File: config.mk
export PLATFORM = sky130hd
export DESIGN_NAME = mvpc_exec
export DESIGN_NICKNAME = d
export VERILOG_FILES = /design/src/core/mvpc_pkg.sv /design/src/core/mvpc_result.sv /design/src/core/mvpc_exec.sv
export SDC_FILE = /design/constraint.sdc
export NUM_CORES = 1
export LEC_CHECK = 0
export BUFFER_PORTS_ARGS = -buffer_cell sky130_fd_sc_hd__buf_4
export CELL_PAD_IN_SITES_DETAIL_PLACEMENT = 1
export CELL_PAD_IN_SITES_GLOBAL_PLACEMENT = 1
export CORE_MARGIN = 1.5
export CORE_UTILIZATION = 40
export DETAILED_ROUTE_END_ITERATION = 6
export MAX_ROUTING_LAYER = met4
export PLACE_DENSITY = 0.63
export SYNTH_ARGS = -nofsm -noshare
export SYNTH_HDL_FRONTEND = slang
export SYNTH_SLANG_ARGS = --single-unit
File: constraint.sdc
create_clock -name clk -period 4.73 [get_ports clk]
set_input_delay 0 -clock clk [delete_from_list [all_inputs] [get_ports clk]]
set_output_delay 0 -clock clk [all_outputs]
set_load 0.05 [all_outputs]
File: src/core/mvpc_pkg.sv
// Constants, opcodes and helpers for the move / port-control executor
// Function
// [RQ1] OR-immediate ORs the 8-bit immediate into the work register.
// [RQ2] Port-control load copies work register to selectors 5-9, 12-15; no flags.
// [RQ3] Port-control read copies selected register to work register; no flags.
// [RQ4] Store copies work register to file register 0-63; no flags.
// [RQ5] Load-immediate places the 8-bit immediate into the work register; no flags.
// [RQ6] Program image encodes don't-care bits of load-immediate as zeros.
// [RQ7] Move-file reads file register; destination bit selects work or same register.
// [RQ8] Move-file updates zero flag from moved value for either destination.
// [RQ9] Every instruction here completes in one cycle without stall.
package mvpc_pkg;
   localparam int unsigned DATA_W     = 8;
   localparam int unsigned FADDR_W    = 6;
   localparam int unsigned SEL_W      = 4;
   localparam int unsigned FILE_DEPTH = 64;
   localparam int unsigned PCTL_DEPTH = 16;

   localparam logic [7:0] WORK_RST  = 8'h00;
   localparam logic [7:0] PCTL_RST  = 8'hFF;
   localparam logic [7:0] FILE_RST  = 8'h00;
   localparam logic       ZERO_RST  = 1'b0;
   localparam logic       DEST_WORK = 1'b0;

   typedef enum logic [2:0]
   {
      MVPC_OR_IMM    = 3'h0,
      MVPC_PCTL_LOAD = 3'h1,
      MVPC_PCTL_READ = 3'h3,
      MVPC_STORE     = 3'h2,
      MVPC_LOAD_IMM  = 3'h6,
      MVPC_MOVE_FILE = 3'h7
   } mvpc_op_t;

   // Selector set shared by both port-control forms
   function automatic logic sel_valid(input logic [3:0] sel);
      begin
         sel_valid = ((sel >= 4'h5) && (sel <= 4'h9)) || (sel >= 4'hC);
      end
   endfunction
endpackage

File: src/core/mvpc_result.sv
// Result and zero-flag selection for one executed instruction
module mvpc_result
(
   input  wire mvpc_pkg::mvpc_op_t op,
   input  wire logic [7:0]         work,
   input  wire logic [7:0]         imm,
   input  wire logic [7:0]         file_q,
   input  wire logic [7:0]         pctl_q,
   output logic      [7:0]         result,
   output logic                    zero
);
   always_comb
   begin
      result = work;
      unique case (op)
         // [RQ1] OR into work
         mvpc_pkg::MVPC_OR_IMM:    result = work | imm;
         // [RQ3] Read control reg
         mvpc_pkg::MVPC_PCTL_READ: result = pctl_q;
         // [RQ5] Immediate to work
         mvpc_pkg::MVPC_LOAD_IMM:  result = imm;
         // [RQ7] File value moved
         mvpc_pkg::MVPC_MOVE_FILE: result = file_q;
         default:                  result = work;
      endcase
      zero = (result == 8'h00);
   end
endmodule

File: src/core/mvpc_exec.sv
// Executor for OR-immediate, port-control, store, load-immediate and move instructions
module mvpc_exec
(
   input  wire logic               clk,
   input  wire logic               rst,
   input  wire logic               op_valid,
   input  wire mvpc_pkg::mvpc_op_t op,
   input  wire logic [7:0]         imm,
   input  wire logic [5:0]         file_addr,
   input  wire logic               dest,
   input  wire logic [3:0]         pctl_sel,
   input  wire logic [5:0]         peek_addr,
   output logic      [7:0]         work_register,
   output logic                    zero_flag,
   output logic                    done,
   output logic                    bad_sel,
   output logic      [7:0]         peek_data
);
   typedef struct packed
   {
      logic [7:0] work_r;
      logic       zero_r;
      logic       done_r;
      logic       bad_r;
      logic [7:0] peek_r;
   } mvpc_state_t;

   mvpc_state_t state_r;
   mvpc_state_t state_nxt;
   // Arrays kept apart from the struct: a packed copy would be 640 bits wide
   logic [7:0]  file_mem [mvpc_pkg::FILE_DEPTH];
   logic [7:0]  pctl_mem [mvpc_pkg::PCTL_DEPTH];
   logic [7:0]  result;
   logic        res_zero;
   logic        sel_ok;
   logic        file_we;
   logic [7:0]  file_wd;
   logic        pctl_we;

   assign sel_ok = mvpc_pkg::sel_valid(pctl_sel);

   mvpc_result mvpc_result_i
   (
      .op     (op),
      .work   (state_r.work_r),
      .imm    (imm),
      .file_q (file_mem[file_addr]),
      .pctl_q (pctl_mem[pctl_sel]),
      .result (result),
      .zero   (res_zero)
   );

   always_comb
   begin
      state_nxt        = state_r;
      state_nxt.done_r = 1'b0;
      state_nxt.bad_r  = 1'b0;
      state_nxt.peek_r = file_mem[peek_addr];
      file_we          = 1'b0;
      file_wd          = state_r.work_r;
      pctl_we          = 1'b0;
      if (op_valid)
      begin
         // [RQ9] Single-cycle completion
         state_nxt.done_r = 1'b1;
         unique case (op)
            mvpc_pkg::MVPC_OR_IMM:
            begin
               state_nxt.work_r = result;
               state_nxt.zero_r = res_zero;
            end
            mvpc_pkg::MVPC_PCTL_LOAD:
            begin
               // [RQ2] Guarded control write
               pctl_we         = sel_ok;
               state_nxt.bad_r = !sel_ok;
            end
            mvpc_pkg::MVPC_PCTL_READ:
            begin
               // [RQ3] Guarded control read
               if (sel_ok)
               begin
                  state_nxt.work_r = result;
               end
               state_nxt.bad_r = !sel_ok;
            end
            mvpc_pkg::MVPC_STORE:
            begin
               // [RQ4] Work to file
               file_we = 1'b1;
            end
            mvpc_pkg::MVPC_LOAD_IMM:
            begin
               // [RQ6] Encoding zeros unused: only the immediate field is read
               state_nxt.work_r = result;
            end
            mvpc_pkg::MVPC_MOVE_FILE:
            begin
               // [RQ7] Destination select
               if (dest == mvpc_pkg::DEST_WORK)
               begin
                  state_nxt.work_r = result;
               end
               else
               begin
                  file_we = 1'b1;
                  file_wd = result;
               end
               // [RQ8] Zero from moved value
               state_nxt.zero_r = res_zero;
            end
            default:
            begin
               state_nxt.done_r = 1'b1;
            end
         endcase
      end
   end

   always_ff @(posedge clk)
   begin
      if (rst)
      begin
         state_r.work_r <= mvpc_pkg::WORK_RST;
         state_r.zero_r <= mvpc_pkg::ZERO_RST;
         state_r.done_r <= 1'b0;
         state_r.bad_r  <= 1'b0;
         state_r.peek_r <= 8'h00;
      end
      else
      begin
         state_r <= state_nxt;
      end
   end

   // Memories reset too, so a test never reads X from an unwritten entry
   always_ff @(posedge clk)
   begin
      if (rst)
      begin
         for (int i = 0; i < mvpc_pkg::FILE_DEPTH; i++)
         begin
            file_mem[i] <= mvpc_pkg::FILE_RST;
         end
         for (int j = 0; j < mvpc_pkg::PCTL_DEPTH; j++)
         begin
            pctl_mem[j] <= mvpc_pkg::PCTL_RST;
         end
      end
      else
      begin
         if (file_we)
         begin
            file_mem[file_addr] <= file_wd;
         end
         if (pctl_we)
         begin
            pctl_mem[pctl_sel] <= state_r.work_r;
         end
      end
   end

   assign work_register = state_r.work_r;
   assign zero_flag     = state_r.zero_r;
   assign done          = state_r.done_r;
   assign bad_sel       = state_r.bad_r;
   assign peek_data     = state_r.peek_r;
endmodule

## Word-level counts from Yosys, hierarchy flattened

Memory sizes are Yosys's and may differ from the RTL's. A register that Yosys moved wholly into a read port is not among the register bits.
Cells that the tools add are included.

| word-level totals | value |
|---|---|
| register bits after elaboration | 11 |
| memory bits (writable) | 640 |
| bits of input ports | 31 |
| output and inout bits | 19 |
| logic and storage cells | 61 |
| memories kept | 2 |

Memories:

| name | depth | bits a word | read ports | clocked after Yosys merged registers in | write ports | line | text |
|---|---|---|---|---|---|---|---|
| file_mem | 64 | 8 | 2 | 1 | 64 | mvpc_exec.sv:31 | `logic [7:0] file_mem [mvpc_pkg::FILE_DEPTH];` |
| pctl_mem | 16 | 8 | 1 | 0 | 16 | mvpc_exec.sv:32 | `logic [7:0] pctl_mem [mvpc_pkg::PCTL_DEPTH];` |

| operators by class | value |
|---|---|
| $lt $le $gt $ge | 3 |
| equal/unequal tests | 7 |
| muxes and demuxes | 28 |
| bitwise operators | 3 |
| reduce and logical (&&, ||, !) cells | 14 |

Operators with widths:

| kind | number |
|---|---|
| two-way mux 8 bit | 7 |
| case mux 8 bit (4 select lines) | 1 |
| case mux 8 bit (3 select lines) | 1 |
| OR reduction 8 bit | 2 |
| two-way mux 1 bit | 15 |
| logical NOT 8 bit | 1 |
| OR 8 bit | 1 |
| == test 3 x 2 -> 1 bit (second input constant) | 2 |
| == test 3 bit (second input constant) | 2 |
| two-way mux 6 bit | 1 |
| OR reduction 2 bit | 3 |
| >= comparator 4 x 3 -> 1 bit (second input constant) | 1 |
| >= comparator 4 bit (second input constant) | 1 |
| less-or-equal comparator 4 bit (second input constant) | 1 |
| two-way mux 4 bit | 1 |
| != test 2 bit (second input constant) | 2 |
| AND reduction 4 bit | 1 |
| == test 3 x 1 -> 1 bit (second input constant) | 1 |
| logical NOT 3 bit | 1 |
| nonzero test 3 bit | 1 |
| OR reduction 3 bit | 1 |
| two-way mux 2 bit | 1 |
| inverter 1 bit | 2 |
| case mux 1 bit (2 select lines) | 1 |
| 4 further kinds | 4 |

## Logic depth before layout (Yosys ltp)

Gate-level depths: netlist of the first run.

| depth | value |
|---|---|
| word-level depth | 10 |
| depth in mapped cells | 14 |
| gate-level depth less buffers | 8 |

## Cells and area by module

A second synthesis of the first run with hierarchy kept.

| unflattened totals | value |
|---|---|
| cell total of the unflattened synthesis | 2472 |
| area total of the unflattened synthesis | 33428.3 µm² |

By module, submodules not included:

| module | instances | cells an instance | area each (µm²) | sequential area each (µm²) |
|---|---|---|---|---|
| mvpc_exec | 1 | 2417 | 33054.2 | 19598.8 |
| mvpc_result | 1 | 55 | 374.1 | 0.0 |

## Worst setup path after synthesis of the first run

OpenSTA, ideal clock, no wires.

| timing path | value |
|---|---|
| path kind | register to register |
| start point | mem file_mem[42][4] |
| end point | mem file_mem[0][4] (data pin) |
| library setup time | 262 ps |
| data arrival time | 2283 ps |
| required time | 4468 ps |
| path slack | 2186 ps |
| cell stages (with the launch flop) | 10 |
| path buffers | 1 |
| period minus slack after synthesis | 2544 ps |
| cell sequence | edfxtp_1 -> mux4_1 -> mux2_2 -> a22oi_1 -> o221a_2 -> nor4bb_1 -> o21ai_1 -> mux2i_4 -> buf_6 -> nor2_1 |

RTL lines:

| item | line |
|---|---|
| start, declared | mvpc_exec.sv:31 |

==> flow_summary.yaml, run 1 <==
status:
  status: "completed"
placement:
  dp.cells: 3519
  hpwlAfterDp_mm: 83.60
  portBuffers: 49
  place_area_um2: 35480
  gp_congestion: 0.9310
global_routing:
  grt_pass1_wl_mm: 176.2
  antenna_found_initial: 1
  gr-total-overflow: 0
  grt_use_total: 0.2947
  grt_max_degree: 72
  grt_pass1_vias: 23906
clocking:
  h-tree-depth: 3
  cts_made_buffers: 75
  path_clk_slew_ns: 0.06
  post_cts_buffers: 0
  cts_tree: "done"
  clock-sinks: 659
  cts-root-buf: "clkbuf_16"
  clock_latency_ns: 0.66
  cts_buffer_depth: 3
power:
  p_clk_frac: 0.427
  peakVddDrop_mv: 0.2503
  seqPwrFrac: 0.465
  p_sw_frac: 0.2532
  power.total_w: 0.01451
  power_switching_w: 0.003673
  p_comb_frac: 0.108
  power.density_nw_per_um2: 379.9
  p_leak_nw: 12.71
  power.internal_w: 0.01083
logic_synthesis:
  syn_avg_cell_area_um2: 13.88
  synth_area_um2: 33760
  ys_top_cells_by_count: "edfxtp_1 (640), nor2_1 (497), mux4_2 (232)"
  synth_compound_area_frac: 0.05874
  synthAdderAreaFrac: 0
  synthTopCellsByArea: "edfxtp_1 (57%), mux4_2 (15%), nor2_1 (5.5%)"
  ys_ff_latch: 659
  synth_enable_flop_cells: 640
  synth_xor_area_frac: 0
  async_flop_share: 0
  synth_top_area_cell: "edfxtp_1"
  yosys_warnings: 0
  synthSimpleGateAreaFrac: 0.1212
  synth_top_family_by_area: "multiplexers"
  synth.most_common_cell: "edfxtp_1"
  seq_area_frac_synth: 0.5805
  synth_top_area_frac: 0.5693
  yosys-mux-area-fraction: 0.2001
  syn_inst: 2433
  synth_cell_types: 80
  synth_ff_type: "edfxtp_1"
routing:
  vias: 23391
  drtAntennaViolNets: 0
  drt-initial-drc-count: 2660
  first_pass_iters: 5
  routed_wirelength_mm: 122.8
  wl_per_cell_um: 33.49
  routed_via_density: 6.379
  route.detailed.drc: 0
critical_path:
  rr_startpoint: "file_mem[23][6]$_SDFFCE_PN0P_"
  rr_endpoint: "file_mem[7][6]$_SDFFCE_PN0P_"
  critPathBufInv: 5
  crit_fanout: 40
  crit_path_end_kind: "flip-flop"
  reg2reg_slack_ns: 1.30
  startpoint_type: "input port"
  critPathTopFamily: "simple AND/OR/NAND/NOR gates"
  r2r_cells: 8
  cp-endpoint: "file_mem[31][0]$_SDFFCE_PN0P_"
  max_stage_delay_ns: 0.64
  cp.arrival_ns: 4.16
  cp_num_cells: 11
  slowest_stage: "nand2b_1"
  crit_start: "rst"
  crit_type: "in2reg"
  required_ns: 5.00
  worstPathCellList: "dlygate4sd3_1 > buf_4 > nand2b_1 > dlygate4sd3_1 > inv_1 > and3_1 > nand2_1 > nor2_1 > buf_4 > nand2_1 > nand2b_1"
die:
  fp.dieArea_um2: 86150
  start_util: 0.4040
  rows: 106
  design.core.area_um2: 83560
  die_x_um: 293.5
  ios: 50
  fp.dieH_um: 293.5
final_layout:
  final_cell_count_no_fill: 3667
  synthToLayoutAreaGrowth_pct: 13.09
  final_area_um2: 38180
  nets: 2557
  drive_above_1_share: 0.2307
  final.fill_count: 8377
timing:
  slew_viol_final: 0
  max_freq_mhz: 257.2
  max_slew.worst_pin.slew_ns: 1.364
  period_share: 0.8220
  slew_headroom: 0.08882
  final.min_clock_period_ns: 3.888
  report.final.hold_viol_count: 0
  setup_viol: 0
  grt_setup_unrepaired: "false"
  clock_skew_ns: 0.03439
  fin_tns_setup_ns: 0
run:
  cap_viol_max_count: 0
worst_hold_path:
  hp-class: "in2reg"
[registers in the layout, indices dropped and copies added, names as in the netlist]
| signal | flops |
|---|---|
| peek_data | 8 |
| bad_sel | 1 |
| work_register | 8 |
| file_mem | 512 |
| pctl_mem | 128 |
| zero_flag | 1 |
| done | 1 |
[what timing repair did]
action | in CTS | in global routing
hold buffers | 10 | 0
resized for setup | 0 | 0
endpoints found under the hold margin | 46 | 0
[per-layer routing]
layer / global-route usage / vias up / wire, um
li1: - / 9525 / -
met1: 0.3851 / 12450 / 49590
met2: 0.4507 / 1151 / 57340
met3: 0.05295 / 265 / 9720
met4: 0.1324 / 0 / 6173
met5: - / - / 0
[metrics by stage]
stage / util / hold WS, ns / setup WS [ns]
3_5_place_dp: 0.4246 / 0.3374 / 0.7415
2_1_floorplan: - / 0.1520 / 2.186
5_1_grt: 0.4569 / 0.1317 / 0.8474
3_3_place_gp: 0.4246 / 0.3352 / 0.7518
6_report: 0.4569 / 0.07857 / 0.8421
4_1_cts: 0.4569 / 0.04606 / 0.9853
[worst min-delay path: cells and delay by family]
| family | cells | cell delay, ns |
|---|---|---|
| AO/OA/AOI/OAI | 2 | 0.22 |
| AND/OR/NAND/NOR | 3 | 0.32 |
| buffers and inverters | 1 | 0.13 |
[cell usage in the layout, fill, tap and decap left out, drive strengths merged, types with 4 or more instances in the layout]
cell,instances
nand2b,80
nor2,498
o2bb2ai,17
a21oi,30
and3,6
nor2b,22
a31oi,14
mux4,236
bufinv,12
clkbuf,93
a221o,10
and2,8
nand4,4
nor3,73
mux2,37
edfxtp,640
o31ai,6
o22ai,25
mux2i,96
clkinv,28
dlygate4sd3,10
o21ai,35
nand3,15
a211oi,15
or3,51
o21bai,6
conb,56
nand2,115
a22oi,37
nand3b,4
dfxtp,19
a221oi,39
o21a,5
or2,22
inv,12
buf,170
[kinds of logic after synthesis]
| logic type | Yosys count |
|---|---|
| flops | 659 |
| other cells | 1 |
| buf+inv | 229 |
| mux | 369 |
| simple gates | 908 |
| compound gates | 267 |
[power by group through the flow]
stage          clock network (W)  registers [W]  logic (W)
4_1_cts                  0.00625        0.00675    0.00154
3_5_place_dp                   0        0.00687    0.00153
6_report                 0.00619        0.00675    0.00156
3_3_place_gp                   0        0.00685    0.00152
5_1_grt                  0.00646        0.00677    0.00161
2_1_floorplan                  0        0.00684   0.000949
[worst min path at each step]
stage,startpoint,cells past startpoint,endpoint,slack [ns]
3_5_place_dp,op_valid,3,done$_SDFF_PP0_,0.34
2_1_floorplan,op_valid,2,done$_SDFF_PP0_,0.15
3_3_place_gp,op_valid,3,done$_SDFF_PP0_,0.34
4_1_cts,op[2],6,work_register[7]$_SDFFE_PP0P_,0.05
5_1_grt,op[1],6,zero_flag$_SDFFE_PP0P_,0.13
6_report,op[2],6,work_register[7]$_SDFFE_PP0P_,0.08
[cell type report]
class	count	area (um^2)	area share
Clock inverter	43	633.1	0.01658
Clock buffer	92	1961	0.05135
Timing Repair Buffer	181	1526	0.03998
Antenna cell	3	7.507	0.0001966
Sequential cell	659	19600	0.5133
Tap cell	1080	1351	0.03539
Inverter	9	33.78	0.0008848
Multi-Input combinational cell	1600	13070	0.3423
No activity file was read; power rests on OpenSTA's default activity.
==> run 2: changes to the inputs <==
Settings changed: ABC_AREA from default to 1, PLACE_DENSITY 0.63 to 0.71.
Clock period 4.73 ns to 3.5 ns, I/O delays scaled along.
==> run 2 against run 1 <==
Effect of this change:
- clock power is 34% higher
- critical path depth is 7 higher
- worst hold slack worse by 0.061 ns
- sequential power is 35% higher
- register-to-register slack worse by 0.90 ns
- combinational power is 56% higher
- global-route usage is 0.95 points higher
- utilization is 0.55 points higher
- clock skew is 0.013 ns higher
- via count is 34% higher
- area after synthesis is 4.5% higher
- non-clock buffer count is 34 higher
==> flow_summary.yaml, run 2 <==
critical_path:
  cp.arrival_ns: 3.61
  rr_startpoint: "file_mem[4][2]$_SDFFCE_PN0P_"
  reg2reg_slack_ns: 0.40
  startpoint_type: "input port"
  crit_path_end_kind: "flip-flop"
  crit_type: "in2reg"
  required_ns: 3.88
  crit_start: "pctl_sel[0]"
  r2r_cells: 15
  rr_endpoint: "file_mem[35][2]$_SDFFCE_PN0P_"
  cp-endpoint: "file_mem[38][6]$_SDFFCE_PN0P_"
  crit_fanout: 24
global_routing:
  grt_pass1_wl_mm: 198.4
  gr-total-overflow: 0
  grt_max_degree: 66
  antenna_found_initial: 4
  grt_pass1_vias: 31203
  grt_use_total: 0.3042
clocking:
  cts_resized: 0
  path_clk_slew_ns: 0.06
  cts_tree: "done"
  cts_made_buffers: 77
  post_cts_buffers: 0
  cts_buffer_depth: 3
  cts-root-buf: "clkbuf_16"
  clock_latency_ns: 0.67
  clock-sinks: 659
  hold_buffers: 21
  h-tree-depth: 3
final_layout:
  largest_reg_flops: 512
  largest_register: "file_mem"
  multi_input_area_um2: 13530
  final_cell_mix: "nand2_1 (1263), nor2_1 (735), edfxtp_1 (640)"
  nets: 4307
  final.fill_count: 10308
  synthToLayoutAreaGrowth_pct: 14.11
  drive_above_1_share: 0.08927
  final_common_cell: "nand2_1"
  top_regs: "file_mem x512, pctl_mem x128"
  regArea_um2: 19600
timing:
  setup_viol: 0
  max_slew.worst_pin.slew_ns: 0.9630
  max_freq_mhz: 310.0
  clock_skew_ns: 0.04779
  hold_slack_ns: 0.01772
  final.min_clock_period_ns: 3.226
  slew_viol_final: 0
  slew_headroom: 0.3545
  report.final.hold_viol_count: 0
  grt_setup_unrepaired: "false"
  fin_tns_setup_ns: 0
  period_share: 0.9218
logic_synthesis:
  synth_cell_types: 36
  syn_inst: 4221
  ys_ff_latch: 659
  ys_top_cells_by_count: "nand2_1 (1263), nor2_1 (740), edfxtp_1 (640)"
  synth_top_area_cell: "edfxtp_1"
  async_flop_share: 0
  syn_avg_cell_area_um2: 8.355
  seq_area_frac_synth: 0.5557
  yosys_warnings: 0
  synth_area_um2: 35270
  synth_enable_flop_cells: 640
  synth_ff_type: "edfxtp_1"
  synthTopCellsByArea: "edfxtp_1 (54%), nand2_1 (13%), nor2_1 (7.9%)"
  synth.most_common_cell: "nand2_1"
  synth_top_area_frac: 0.5450
placement:
  portBuffers: 49
  hpwlAfterDp_mm: 89.63
  gp_congestion: 0.9116
routing:
  first_pass_iters: 5
  drt-initial-drc-count: 3205
  routed_wirelength_mm: 134.0
  routed_via_density: 5.697
  drtAntennaViolNets: 0
  vias: 31282
  route.detailed.drc: 0
  wl_per_cell_um: 24.40
die:
  fp.dieH_um: 299.9
  rows: 108
  design.core.area_um2: 87020
  start_util: 0.4053
  die_x_um: 299.9
  ios: 50
  fp.dieArea_um2: 89960
status:
  status: "completed"
power:
  peakVddDrop_mv: 0.3999
  power.density_nw_per_um2: 492.9
  power.total_w: 0.01984
  p_leak_nw: 15.75
run:
  cap_viol_max_count: 0
worst_hold_path:
  hp-class: "in2reg"
-- run 2: changes by cell type in the layout (fill, tap and decap cells not counted), sizes merged, moves of 52 or more --
cell and change:
nand3 +221, nor2 +245, inv +242, nand2 +1149, nor3 -52, nand2b -80
o21ai +347, a21oi +149, mux4 -236, mux2i -96
-- run 2: worst min path at each step --
stage	end	start	slack (ns)	cells after the start
6_report	work_register[7]$_SDFFE_PP0P_	op[2]	0.02	6
5_1_grt	work_register[4]$_SDFFE_PP0P_	op[1]	0.08	7
4_1_cts	work_register[1]$_SDFFE_PP0P_	imm[1]	0.007	7
3_5_place_dp	bad_sel$_SDFF_PP0_	op[0]	0.32	3
3_3_place_gp	bad_sel$_SDFF_PP0_	op[0]	0.32	3
2_1_floorplan	bad_sel$_SDFF_PP0_	op[0]	0.17	2
-- run 2: kinds of logic (layout without fill, tap and decap cells) --
kind of cell | after synthesis | after routing | synth area share
flip-flops | 659 | 659 | 0.5557
AO/OA/AOI/OAI | 682 | 682 | 0.1080
AND/OR/NAND/NOR | 2331 | 2331 | 0.2677
buffers and inverters | 548 | 607 | 0.06844
other | 1 | 57 | 0.0001063
-- run 2: layer usage --
| layer | GRT usage | share of wire | up-vias |
|---|---|---|---|
| met5 | - | 0 | - |
| met4 | 0.1171 | 0.041 | 0 |
| met3 | 0.03049 | 0.065 | 271 |
| met2 | 0.4825 | 0.47 | 1215 |
| met1 | 0.4032 | 0.43 | 15704 |
| li1 | - | - | 14092 |
-- run 2: area by class of cell --
cell class,count,area share
Inverter,254,0.02410
Clock buffer,95,0.05030
Antenna cell,1,0.00006218
Timing Repair Buffer,215,0.05257
Clock inverter,43,0.01384
Multi-Input combinational cell,3069,0.3362
Tap cell,1155,0.03591
Sequential cell,659,0.4870
-- run 2: power breakdown --
group	leakage, nW	switching, W	internal (W)
registers	6.57	0.000152	0.00894
logic	7.92	0.00181	0.000634
clock network	1.25	0.00353	0.00477
-- run 2: worst max-delay path, cell delays in order --
cell and delay (ns):
dlygate4sd3_1 0.55, buf_4 0.17, nand2_1 0.09, inv_1 0.20, buf_4 0.27, buf_4 0.18
nand2_1 0.06, nand4_1 0.11, nand2_1 0.15, nand4_1 0.22, a21oi_1 0.18, dlygate4sd3_1 0.55
nand2_1 0.06, nand2_1 0.10, nand2_1 0.09, o21ai_4 0.24, buf_12 0.27, nor2_1 0.08
-- run 2: per-stage QoR --
| stage | std cells | util | worst slack (ns) | cell area (um^2) |
|---|---|---|---|---|
| after floorplan | 4276 | - | 1.362 | 35470 |
| after global placement | 5331 | 0.4303 | 0.2119 | 37450 |
| after detailed placement | 5331 | 0.4303 | 0.2095 | 37450 |
| after CTS | 5490 | 0.4624 | 0.3460 | 40240 |
| after global routing | 5491 | 0.4624 | 0.1061 | 40240 |
| final | 5491 | 0.4624 | 0.2737 | 40240 |
